[src/verilog/cpwm_regs.svh]
/*
 holds register offsets, field positions and reset values
 assumes 32-bit apb data, one aligned word per register
*/
`ifndef CPWM_REGS_SVH
`define CPWM_REGS_SVH
// ----------------------------------------
// register byte addresses
// ----------------------------------------
`define CPWM_CTRL_ADDR   8'h00
`define CPWM_DTIME_ADDR  8'h04
`define CPWM_CHCFG_ADDR  8'h08
`define CPWM_STATUS_ADDR 8'h0C
// ----------------------------------------
// control register fields
// ----------------------------------------
`define CPWM_MOE_BIT  0
`define CPWM_ROS_BIT  1
`define CPWM_IOS_BIT  2
`define CPWM_BEN_BIT  3
`define CPWM_BPOL_BIT 4
`define CPWM_BIE_BIT  5
`define CPWM_CTRL_W   6
// status: break flag, write one to clear
`define CPWM_BFLAG_BIT 0
// channel config: 8 bits per channel
`define CPWM_CH_STRIDE 8
`define CPWM_CH_W      6
`define CPWM_DT_W      8
`define CPWM_CTRL_RST  6'h00
`define CPWM_DT_RST    8'h00
`define CPWM_CH_RST    6'h00
`endif

[src/verilog/cpwm_pkg.sv]
/*
 holds the types shared by the output stage
 assumes nothing beyond the register header
*/
package cpwm_pkg;
	// per-channel output configuration
	typedef struct packed {
		logic idle_level_complementary; // idle level, comp
		logic idle_level_primary;       // idle level, primary
		logic complementary_polarity;   // comp polarity
		logic primary_polarity;         // primary polarity
		logic complementary_out_enable; // comp enable
		logic primary_out_enable;       // primary enable
	} cpwm_chcfg_s;
	// one output pin pair as driven
	typedef struct packed {
		logic lvl; // level
		logic oe;  // output enable
	} cpwm_pin_s;
endpackage

[src/verilog/cpwm_stage.sv]
/*
 complementary pwm output stage with dead time and break
 assumes prepared compare signals come from the timer on clk,
 and that break pin and clock-fail arrive asynchronously
*/
// Implementation choices: the APB register port and the register offsets.
// What this block does
// - primary and complementary never both active
// - only channels 0-2 have complementary pair
// - independent polarity for each output
// - primary only: primary follows, comp off
// - comp only: comp follows, primary off
// - both on: comp is inverted prepared signal
// - run, no enables, no ros: both off
// - ros set: disabled output drives polarity
// - idle: inactive first, idle after dead time
// - off-state level equals polarity bit
// - run dead time only with both enables, moe
// - one dead-time setting for channels 0-2
// - rising edge delayed by dead time
// - short pulses stay inactive
// - break from pin or crystal failure
// - break enable and break polarity
// - break clears main output enable
// - ios selects own or kept enables
// - after break idle levels after dead time
// - break sets flag, irq when enabled
// - idle levels never both active
// - prepared signal comes from compare logic
`include "cpwm_regs.svh"
module cpwm_stage (
	input  wire logic        clk,
	input  wire logic        rst_n,
	input  wire logic        psel,
	input  wire logic        penable,
	input  wire logic        pwrite,
	input  wire logic [7:0]  paddr,
	input  wire logic [31:0] pwdata,
	output logic      [31:0] prdata,
	output logic             pready,
	output logic             pslverr,
	input  wire logic [3:0]  prepared_compare_signal,
	input  wire logic        break_pin,
	input  wire logic        crystal_fail,
	output logic      [3:0]  primary_out,
	output logic      [3:0]  primary_oe,
	output logic      [2:0]  complementary_out,
	output logic      [2:0]  complementary_oe,
	output logic             break_irq
);
	// ----------------------------------------
	// registers
	// ----------------------------------------
	logic [`CPWM_CTRL_W-1:0] ctrl_reg;  // control bits
	logic [`CPWM_DT_W-1:0]   dt_reg;    // dead_time_setting
	cpwm_pkg::cpwm_chcfg_s   ch_reg [4]; // channel configs
	logic                    bflag_reg; // break_flag
	logic moe, run_offstate_select, idle_offstate_select, ben, bpol, bie;
	assign moe  = ctrl_reg[`CPWM_MOE_BIT];
	assign run_offstate_select  = ctrl_reg[`CPWM_ROS_BIT];
	assign idle_offstate_select  = ctrl_reg[`CPWM_IOS_BIT];
	assign ben  = ctrl_reg[`CPWM_BEN_BIT];
	assign bpol = ctrl_reg[`CPWM_BPOL_BIT];
	assign bie  = ctrl_reg[`CPWM_BIE_BIT];
	logic wr_en;    // write takes effect
	logic brk_act;  // break condition, settled
	logic brk_rise; // new break event
	assign wr_en = psel & penable & pready & pwrite;

	// address decode, used only by the slave error response
	function automatic logic mapped(input logic [7:0] a);
		mapped = (a == `CPWM_CTRL_ADDR) || (a == `CPWM_DTIME_ADDR) ||
			(a == `CPWM_CHCFG_ADDR) || (a == `CPWM_STATUS_ADDR);
	endfunction

	// ----------------------------------------
	// apb slave
	// ----------------------------------------
	// ready in access phase, one wait-free cycle after setup
	always_ff @(posedge clk or negedge rst_n) begin
		if (!rst_n) begin
			pready  <= 1'b0;
			pslverr <= 1'b0;
		end else begin
			pready  <= psel & ~penable;
			pslverr <= psel & ~penable & ~mapped(paddr);
		end
	end

	// read data captured in setup phase
	always_ff @(posedge clk or negedge rst_n) begin
		if (!rst_n) begin
			prdata <= 32'h0000_0000;
		end else if (psel & ~penable & ~pwrite) begin
			prdata <= 32'h0000_0000;
			unique case (paddr)
				`CPWM_CTRL_ADDR:   prdata[`CPWM_CTRL_W-1:0] <= ctrl_reg;
				`CPWM_DTIME_ADDR:  prdata[`CPWM_DT_W-1:0] <= dt_reg;
				`CPWM_CHCFG_ADDR: begin
					for (int i = 0; i < 4; i++) begin
						prdata[i*`CPWM_CH_STRIDE +: `CPWM_CH_W] <= ch_reg[i];
					end
				end
				`CPWM_STATUS_ADDR: prdata[`CPWM_BFLAG_BIT] <= bflag_reg;
				default:           prdata <= 32'h0000_0000; // unmapped
			endcase
		end
	end

	// control register, break overrides moe
	always_ff @(posedge clk or negedge rst_n) begin
		if (!rst_n) begin
			ctrl_reg <= `CPWM_CTRL_RST;
		end else begin
			if (wr_en && paddr == `CPWM_CTRL_ADDR) begin
				ctrl_reg <= pwdata[`CPWM_CTRL_W-1:0];
			end
			if (brk_act) begin
				ctrl_reg[`CPWM_MOE_BIT] <= 1'b0;
			end
		end
	end

	always_ff @(posedge clk or negedge rst_n) begin
		if (!rst_n) begin
			dt_reg <= `CPWM_DT_RST;
		end else if (wr_en && paddr == `CPWM_DTIME_ADDR) begin
			dt_reg <= pwdata[`CPWM_DT_W-1:0];
		end
	end

	// channel configs; channel 3 keeps only primary fields
	always_ff @(posedge clk or negedge rst_n) begin
		if (!rst_n) begin
			for (int i = 0; i < 4; i++) begin
				ch_reg[i] <= `CPWM_CH_RST;
			end
		end else if (wr_en && paddr == `CPWM_CHCFG_ADDR) begin
			for (int i = 0; i < 4; i++) begin
				ch_reg[i] <= pwdata[i*`CPWM_CH_STRIDE +: `CPWM_CH_W];
			end
			// no comp fields on channel 3
			ch_reg[3].complementary_out_enable <= 1'b0;
			ch_reg[3].complementary_polarity   <= 1'b0;
			ch_reg[3].idle_level_complementary <= 1'b0;
		end
	end

	// sticky flag, set wins over clear
	always_ff @(posedge clk or negedge rst_n) begin
		if (!rst_n) begin
			bflag_reg <= 1'b0;
		end else if (brk_rise) begin
			bflag_reg <= 1'b1;
		end else if (wr_en && paddr == `CPWM_STATUS_ADDR &&
			pwdata[`CPWM_BFLAG_BIT]) begin
			bflag_reg <= 1'b0;
		end
	end

	always_ff @(posedge clk or negedge rst_n) begin
		if (!rst_n) begin
			break_irq <= 1'b0;
		end else begin
			break_irq <= bflag_reg & bie;
		end
	end

	// ----------------------------------------
	// break input
	// ----------------------------------------
	logic [2:0] bp_sync; // break pin synchroniser
	logic [2:0] cf_sync; // clock-fail synchroniser
	logic       bp_lvl;  // settled pin level
	logic       cf_lvl;  // settled fail level
	logic       brk_d;   // previous break state

	// three stages; change counts when last two agree
	always_ff @(posedge clk or negedge rst_n) begin
		if (!rst_n) begin
			bp_sync <= 3'h0;
			cf_sync <= 3'h0;
			bp_lvl  <= 1'b0;
			cf_lvl  <= 1'b0;
			brk_d   <= 1'b0;
		end else begin
			bp_sync <= {bp_sync[1:0], break_pin};
			cf_sync <= {cf_sync[1:0], crystal_fail};
			if (bp_sync[1] == bp_sync[2]) begin
				bp_lvl <= bp_sync[2];
			end
			if (cf_sync[1] == cf_sync[2]) begin
				cf_lvl <= cf_sync[2];
			end
			brk_d <= brk_act;
		end
	end

	assign brk_act  = ben & ((bp_lvl ~^ bpol) | cf_lvl);
	assign brk_rise = brk_act & ~brk_d;

	// ----------------------------------------
	// idle dead time after moe falls
	// ----------------------------------------
	logic                  moe_d;    // previous moe
	logic [`CPWM_DT_W-1:0] idle_cnt; // idle delay counter
	logic                  idle_done;

	// restart dead time on entry to idle
	always_ff @(posedge clk or negedge rst_n) begin
		if (!rst_n) begin
			moe_d    <= 1'b0;
			idle_cnt <= `CPWM_DT_RST;
		end else begin
			moe_d <= moe;
			if (moe_d & ~moe) begin
				idle_cnt <= dt_reg;
			end else if (idle_cnt != `CPWM_DT_RST) begin
				idle_cnt <= idle_cnt - 1'b1;
			end
		end
	end
	assign idle_done = ~moe & ~moe_d & (idle_cnt == `CPWM_DT_RST);

	// ----------------------------------------
	// complementary channels 0 to 2
	// ----------------------------------------
	genvar g;
	generate
		for (g = 0; g < 3; g++) begin : g_pair
			logic                  p;      // prepared signal
			logic                  p_d;    // previous value
			logic [`CPWM_DT_W-1:0] cnt;    // dead-time counter
			logic                  done;   // dead time elapsed
			cpwm_pkg::cpwm_chcfg_s c;
			cpwm_pkg::cpwm_pin_s   po, co; // next pin values
			logic                  ip, ic; // safe idle levels
			assign p = prepared_compare_signal[g];
			assign c = ch_reg[g];

			always_ff @(posedge clk or negedge rst_n) begin
				if (!rst_n) begin
					p_d <= 1'b0;
					cnt <= `CPWM_DT_RST;
				end else begin
					p_d <= p;
					if (p != p_d) begin
						cnt <= dt_reg;
					end else if (cnt != `CPWM_DT_RST) begin
						cnt <= cnt - 1'b1;
					end
				end
			end
			// new edge before zero keeps output inactive
			assign done = (p == p_d) && (cnt == `CPWM_DT_RST);

			// if both idle levels active, comp goes inactive
			assign ip = c.idle_level_primary;
			assign ic = ((ip ^ c.primary_polarity) &
				(c.idle_level_complementary ^ c.complementary_polarity)) ?
				c.complementary_polarity : c.idle_level_complementary;

			// next levels and enables
			always_comb begin
				po = '0;
				co = '0;
				if (moe) begin
					if (c.primary_out_enable & c.complementary_out_enable) begin
						po.lvl = (p & done) ^ c.primary_polarity;
						co.lvl = (~p & done) ^ c.complementary_polarity;
						po.oe  = 1'b1;
						co.oe  = 1'b1;
					end else begin
						if (c.primary_out_enable) begin
							po.lvl = p ^ c.primary_polarity;
							po.oe  = 1'b1;
						end else if (run_offstate_select) begin
							po.lvl = c.primary_polarity;
							po.oe  = 1'b1;
						end
						if (c.complementary_out_enable) begin
							co.lvl = p ^ c.complementary_polarity;
							co.oe  = 1'b1;
						end else if (run_offstate_select) begin
							co.lvl = c.complementary_polarity;
							co.oe  = 1'b1;
						end
						// no enables, no ros: low, released
					end
				end else if (idle_offstate_select | c.primary_out_enable |
					c.complementary_out_enable) begin
					// inactive first, idle after dead time
					// idle levels once idle_done, after the idle count reaches zero
					po.lvl = idle_done ? ip : c.primary_polarity;
					co.lvl = idle_done ? ic : c.complementary_polarity;
					// ios keeps enables, else own enable
					po.oe  = idle_offstate_select | c.primary_out_enable;
					co.oe  = idle_offstate_select | c.complementary_out_enable;
				end
			end

			// registered pins
			always_ff @(posedge clk or negedge rst_n) begin
				if (!rst_n) begin
					primary_out[g]       <= 1'b0;
					primary_oe[g]        <= 1'b0;
					complementary_out[g] <= 1'b0;
					complementary_oe[g]  <= 1'b0;
				end else begin
					primary_out[g]       <= po.lvl;
					primary_oe[g]        <= po.oe;
					complementary_out[g] <= co.lvl;
					complementary_oe[g]  <= co.oe;
				end
			end

			a_no_overlap: assert property (@(posedge clk) disable iff (!rst_n)
				!(primary_oe[g] && complementary_oe[g] &&
				primary_out[g] != $past(c.primary_polarity) &&
				complementary_out[g] != $past(c.complementary_polarity)))
				else $error("both outputs active");
		end
	endgenerate

	// ----------------------------------------
	// channel 3, single output
	// ----------------------------------------
	cpwm_pkg::cpwm_chcfg_s c3;
	cpwm_pkg::cpwm_pin_s   p3;
	assign c3 = ch_reg[3];

	// channel 3 has no pair, no run dead time; its idle level still waits for idle_done
	always_comb begin
		p3 = '0;
		if (moe && c3.primary_out_enable) begin
			p3.lvl = prepared_compare_signal[3] ^ c3.primary_polarity;
			p3.oe  = 1'b1;
		end else if (moe ? run_offstate_select : (idle_offstate_select | c3.primary_out_enable)) begin
			p3.lvl = (!moe && idle_done) ? c3.idle_level_primary :
				c3.primary_polarity;
			p3.oe  = 1'b1;
		end
	end

	// registered pin
	always_ff @(posedge clk or negedge rst_n) begin
		if (!rst_n) begin
			primary_out[3] <= 1'b0;
			primary_oe[3]  <= 1'b0;
		end else begin
			primary_out[3] <= p3.lvl;
			primary_oe[3]  <= p3.oe;
		end
	end

	// ----------------------------------------
	// checks
	// ----------------------------------------
	a_brk_clears_moe: assert property (@(posedge clk) disable iff (!rst_n)
		brk_act |=> !moe) else $error("break left moe set");
	a_brk_sets_flag: assert property (@(posedge clk) disable iff (!rst_n)
		brk_rise |=> bflag_reg) else $error("break flag not set");
	a_irq_follows: assert property (@(posedge clk) disable iff (!rst_n)
		(bflag_reg && bie) |=> break_irq) else $error("irq missing");
	a_dead_primary: assert property (@(posedge clk) disable iff (!rst_n)
		($rose(prepared_compare_signal[0]) && moe && dt_reg != 8'h00 &&
		ch_reg[0].primary_out_enable && ch_reg[0].complementary_out_enable)
		|=> primary_out[0] == $past(ch_reg[0].primary_polarity))
		else $error("primary rose without dead time");
	a_comp_falls_now: assert property (@(posedge clk) disable iff (!rst_n)
		($rose(prepared_compare_signal[0]) && moe &&
		ch_reg[0].primary_out_enable && ch_reg[0].complementary_out_enable)
		|=> complementary_out[0] == $past(ch_reg[0].complementary_polarity))
		else $error("comp did not fall at once");
	a_single_primary: assert property (@(posedge clk) disable iff (!rst_n)
		(moe && !run_offstate_select && ch_reg[1].primary_out_enable &&
		!ch_reg[1].complementary_out_enable) |=>
		(primary_out[1] == $past(prepared_compare_signal[1] ^
		ch_reg[1].primary_polarity)) && !complementary_oe[1])
		else $error("primary-only mode wrong");
	a_all_off: assert property (@(posedge clk) disable iff (!rst_n)
		(!run_offstate_select && !idle_offstate_select && !ch_reg[2].primary_out_enable &&
		!ch_reg[2].complementary_out_enable) |=>
		!primary_oe[2] && !complementary_oe[2] && !primary_out[2])
		else $error("disabled pair driven");
	a_idle_first: assert property (@(posedge clk) disable iff (!rst_n)
		($fell(moe) && idle_offstate_select && dt_reg != 8'h00) |=>
		primary_out[0] == $past(ch_reg[0].primary_polarity))
		else $error("idle level before dead time");
	a_ch3_follow: assert property (@(posedge clk) disable iff (!rst_n)
		(moe && ch_reg[3].primary_out_enable) |=>
		primary_out[3] == $past(prepared_compare_signal[3] ^
		ch_reg[3].primary_polarity)) else $error("channel 3 wrong");

	c_break: cover property (@(posedge clk) disable iff (!rst_n) brk_rise);
	c_idle_done: cover property (@(posedge clk) disable iff (!rst_n)
		!moe ##1 idle_done);
	c_dead_pwm: cover property (@(posedge clk) disable iff (!rst_n)
		moe && primary_oe[0] && complementary_oe[0] && primary_out[0]);
endmodule
[config.mk]
export PLATFORM = sky130hd
export DESIGN_NAME = cpwm_stage
export DESIGN_NICKNAME = d
export VERILOG_FILES = /design/src/verilog/cpwm_pkg.sv /design/src/verilog/cpwm_stage.sv
export VERILOG_INCLUDE_DIRS = /design/src /design/src/verilog
export SDC_FILE = /design/constraint.sdc
export NUM_CORES = 1
export LEC_CHECK = 0
export BUFFER_PORTS_ARGS = -buffer_cell sky130_fd_sc_hd__buf_2
export CELL_PAD_IN_SITES_DETAIL_PLACEMENT = 0
export CELL_PAD_IN_SITES_GLOBAL_PLACEMENT = 1
export CORE_AREA = 4 4 121 123
export DETAILED_ROUTE_END_ITERATION = 8
export DIE_AREA = 0 0 125 127
export PLACE_DENSITY = 0.8
export RECOVER_POWER = 100
export SYNTH_ARGS = -nofsm -noshare
export SYNTH_HDL_FRONTEND = slang
export SYNTH_SLANG_ARGS = --single-unit
[constraint.sdc]
create_clock -name clk -period 2.3 [get_ports clk]
set_input_delay 0.345 -clock clk [delete_from_list [all_inputs] [get_ports clk]]
set_output_delay 0.345 -clock clk [all_outputs]
set_load 0.005 [all_outputs]
Word-level counts from Yosys, hierarchy flattened
Cells that the tools add are included.
{"block": "word_totals", "output_inout_bits": 49, "wordCells": 225, "regBits": 124, "in_bits": 51}
{"block": "classes", "n_reduce_logical": 29, "mux": 61, "bitwise_logic": 64, "n_addsub": 4, "n_eq_ne": 11}
{"operator": "2-to-1 mux 2 bit", "count": 33}
{"operator": "2-to-1 mux 8 bit", "count": 8}
{"operator": "logical NOT 8 bit", "count": 5}
{"operator": "nonzero test 8 bit", "count": 4}
{"operator": "subtractor 8 x 1 -> 8 bit (second input constant)", "count": 4}
{"operator": "bitwise AND 1 bit", "count": 24}
{"operator": "bitwise XOR 1 bit", "count": 19}
{"operator": "== test 8 x 4 -> 1 bit (second input constant)", "count": 2}
{"operator": "2-to-1 mux 1 bit", "count": 15}
{"operator": "case mux 5 bit (3 select lines)", "count": 1}
{"operator": "2-to-1 mux 6 bit", "count": 2}
{"operator": "nonzero test 2 bit", "count": 6}
{"operator": "bitwise OR 1 bit", "count": 11}
{"operator": "logical AND 1 bit", "count": 10}
{"operator": "NOT 1 bit", "count": 9}
{"operator": "== test 8 x 3 -> 1 bit (second input constant)", "count": 1}
{"operator": "== test 1 bit", "count": 5}
{"operator": "2-to-1 mux 5 bit", "count": 1}
{"operator": "case mux 1 bit (4 select lines)", "count": 1}
{"operator": "logical OR 1 bit", "count": 3}
{"operator": "inequality test 1 bit", "count": 3}
{"operator": "logical NOT 1 bit", "count": 1}
{"operator": "bitwise XNOR 1 bit", "count": 1}

Logic depth before layout (Yosys ltp)
{"block": "logic_depth", "ltp_word": 7, "mapped_depth": 7, "ltp_nobuf": 6}

Least setup slack after synthesis
OpenSTA, ideal clock, no wires.
{"block": "synth_path", "path_type": "register to register", "from": "register idle_cnt[0]", "to": "register complementary_out[1]", "t_arrival_ps": 1895, "required_time_ps": 2154, "setup_time_ps": 146, "path_buffers": 0, "setup_slack_ps": 259, "path_stages_with_launch": 7, "synth_period_minus_slack_ps": 2041, "path_cell_list": "dfrtp_1 -> inv_1 -> ha_1 -> or4b_2 -> nor4_1 -> mux2i_1 -> o311ai_0"}
{"element": "from (decl)", "line_no": "cpwm_stage.sv:206", "source": "logic [`CPWM_DT_W-1:0] idle_cnt;"}
{"element": "from (signal assigned)", "line_no": "cpwm_stage.sv:213", "source": "idle_cnt <= `CPWM_DT_RST;"}
{"element": "from (signal assigned)", "line_no": "cpwm_stage.sv:217", "source": "idle_cnt <= dt_reg;"}
{"element": "from (signal assigned)", "line_no": "cpwm_stage.sv:219", "source": "idle_cnt <= idle_cnt - 1'b1;"}
{"element": "to (signal, indexed assignment)", "line_no": "cpwm_stage.sv:312", "source": "complementary_out[g] <= co.lvl;"}
{"element": "to (decl)", "line_no": "cpwm_stage.sv:47", "source": "output logic [2:0] complementary_out,"}

Worst setup path after layout
{"block": "layout_path", "from": "register idle_cnt[4]", "to": "register idle_cnt[1]"}
{"block": "layout_via", "elab_chain_cells": 2}
{"element": "nonzero test 8 bit (no source line)"}
{"element": "nonzero test 2 bit (no source line)"}
Every way passes these cells.
A chain may end at the register's enable or synchronous reset.

==> results.md <==
- Ys flop type: dfrtp_1
- Crit. End Element: register
- EDFF count, synth: 0
- Core area: about 0.014 mm^2
- Clk Latency, worst-skew pair: between 0.4 and 0.5 ns
- Library cells used by synthesis: 59
- Final #Nets: 684
- Maximum Capacitance Violations: 1
- R2R depth: 5
- Leak: 3.24 nW
- Total wire length: approximately 14000 um
- Area of the multi-input gates: 0.00264 mm^2
- Top Layer Used: met4
- Max Buffers Root-to-Sink: 2
- Grt total ovfl: 0
- Gr usage total: 0.188
- Root buf cell: clkbuf_16
- YS warnings: 0
- Sequential share of the synthesized area: 0.514
- Final GP Congestion: 0.817
- Die Area: around 0.016 mm^2
- Critical Path RT: 2.63 ns
- Vias: 4399
- Slew Viols, Final: 122
- Slew @ Worst Pin: between 1.5 and 2 ns
- Crit path arrival time: between 2 and 2.5 ns
- H-tree depth: 4
- Vias in the first global route: 4474
- Worst slew margin: -0.0986
- CP startpoint kind: register
- Yosys top cell area share: 0.514
- Async SR Flop Fraction: 1.00
- DR WL met3: between 500 and 600 um
- Clock sink count: between 100 and 150
- Vias per inst: approximately 5.4
- RSZ-0062 raised after global routing: false
- R2r startpoint: idle_cnt[4]
- Largest net degree at the start of global routing: between 100 and 150
- Outcome: complete, but fails checks
- Synth Area per Inst: 10.9 um^2
- Register bit total from synthesis: roughly 120
- Largest register FFs: 24
- Starting density of the core: 0.431
- First-pass GRT wire length: 23600 um
- Final setup viols: 0
- R2r setup slk: between 0.15 and 0.2 ns
- Sequential Area: between 0.003 and 0.004 mm^2
- Post-CTS Hold Buffers: 0
- CTS tree: built
- N_diodes: 0
- CTS clock-pin slew for the worst setup and hold paths: 0.05 ns
- Fmax: 472 MHz
- Hold EP: cf_sync[0]
- Worst setup margin: around 0.18 ns
- Post-Synthesis Cell Area: 0.00589 mm^2
- Fin Setup TNS: 0 ns
- Pwr Total: about 6.8 mW
- Leading cell type in the layout, fill and taps excluded: dfrtp_1
- Cell taking the most area after synthesis: dfrtp_1
- Pre-CTS setup slack: between 0.07 and 0.08 ns
- DR pass1 iterations: 4
- Minimum hold slack: 0.0372 ns
- Hold path cells: 1
- Layout cells sized above 1: 0.218
- Violated checks: capacitance limit, slew limit
- Met2 routed WL: between 6000 and 7000 um
- Die height: approximately 130 um
- Postcts setup bufs: 0
- Hpwl dp: between 9000 and 10000 um
- CTS buffer count: 17
- # IOs: 100
- Area growth from synthesis to layout: 18.4%
- Min-Delay Startpoint: crystal_fail
- # fillers: 1244
- Initial DRC count: between 200 and 300
- Tcrit/Tclk final: 0.922
- Critical path peak fanout: 10
- Synth area leaders: dfrtp_1 51%, mux2_2 7.1%, a22o_1 4.3%
- Chip width: 125 um
- Setup CP Type: reg2reg
- Number of routed nets with antenna violations: 0
- Max VDD drop: roughly 0.00050 V
- Worst Hold Class: in2reg
- Worst clock skew: around 0.012 ns
- DRC: 0
- PwrDens: 969 mW/mm^2
- Initial antenna violation count: 0
- Highest-count cells in the layout ignoring fill and taps: 121 x dfrtp_1, 50 x buf_2, 47 x nand2_1
- Wl on met1: around 6600 um
- FF-to-FF End: idle_cnt[1]
- Wirelength per Cell: roughly 18 um
- Num rows: 43
- Port Buffers: 81
- Synth Instances: about 540
- Final hold vios: 0
- Min cycle time layout: about 2.1 ns
-- cells in the mapped netlist, drive strengths merged (2+ instances only) --
| master | number |
|---|---|
| o32ai | 4 |
| nor3 | 10 |
| ha | 8 |
| nor3b | 8 |
| and2 | 4 |
| a31oi | 2 |
| xor2 | 15 |
| and3 | 3 |
| nor4b | 2 |
| or2 | 4 |
| o211ai | 3 |
| or4 | 4 |
| o21ai | 32 |
| nor2 | 26 |
| dfrtp | 121 |
| o311ai | 2 |
| nor4 | 10 |
| mux2 | 37 |
| a22o | 29 |
| nand4 | 3 |
| a211o | 2 |
| maj3 | 2 |
| nand2b | 11 |
| clkbuf | 20 |
| nor2b | 6 |
| inv | 20 |
| o21a | 2 |
| mux2i | 16 |
| or4b | 2 |
| a211oi | 2 |
| nor4bb | 2 |
| nand2 | 47 |
| or3 | 2 |
| a21oi | 14 |
| nand3 | 12 |
| xnor2 | 15 |
| o31ai | 11 |
| buf | 19 |
-- stage by stage --
stage / cell area [um^2] / util / cells
floorplan: 5920 / - / 550
global placement: 6500 / 0.476 / 786
detailed placement: 6500 / 0.476 / 786
CTS: 7060 / 0.517 / 817
global route: 6980 / 0.511 / 817
finish: 6980 / 0.511 / 817
-- worst max-delay path, stage by stage, from the launching register on --
cell	delay [ns]
dfrtp_1	0.41
or4_1	0.60
buf_4	0.22
nor3_2	0.31
mux2_2	0.38
o21ai_0	0.14
-- cell families after synthesis --
| family | share of synthesized area |
|---|---|
| AOI/OAI and AO/OA | 0.127 |
| muxes | 0.102 |
| buffers and inverters | 0.0454 |
| xor gates and xnor gates | 0.0446 |
| other | 0.000636 |
| and+or+nand+nor | 0.146 |
| adders and majority gates | 0.0204 |
| DFF | 0.514 |
-- worst max-delay path by stage --
stage | from | endpoint | slack, ns
CTS | idle_cnt[0] | complementary_out[1] | 0.04
global placement | idle_cnt[0] | complementary_out[1] | 0.11
finish | idle_cnt[4] | idle_cnt[1] | 0.18
detailed placement | idle_cnt[0] | complementary_out[1] | 0.08
floorplan | idle_cnt[0] | complementary_out[1] | 0.26
global route | idle_cnt[4] | idle_cnt[1] | 0.09
-- final cells by class --
| cell class | instances | area share |
|---|---|---|
| Sequential cell | 121 | 0.434 |
| Multi-Input combinational cell | 370 | 0.378 |
| Clock buffer | 23 | 0.0699 |
| Timing Repair Buffer | 95 | 0.0656 |
| Tap cell | 180 | 0.0323 |
| Inverter | 20 | 0.0108 |
| Clock inverter | 8 | 0.0100 |
-- where the power goes --
part,internal [mW],total (mW),switching (mW)
Combinational,0.744,1.63,0.889
Sequential,2.38,2.65,0.264
Clock,1.58,2.48,0.904
-- timing repair --
action                     4_1_cts  5_1_grt
setup endpoints to repair        0        3
hold endpoints to repair         0        0
gates resized for setup          0        4
-- routing by layer --
metal	vias up	global-route usage
met4	0	0.0619
met3	16	0.0489
met2	94	0.302
met5	-	0
met1	2202	0.252
li1	2087	-
Note: power is estimated with default switching activity, not from simulation.
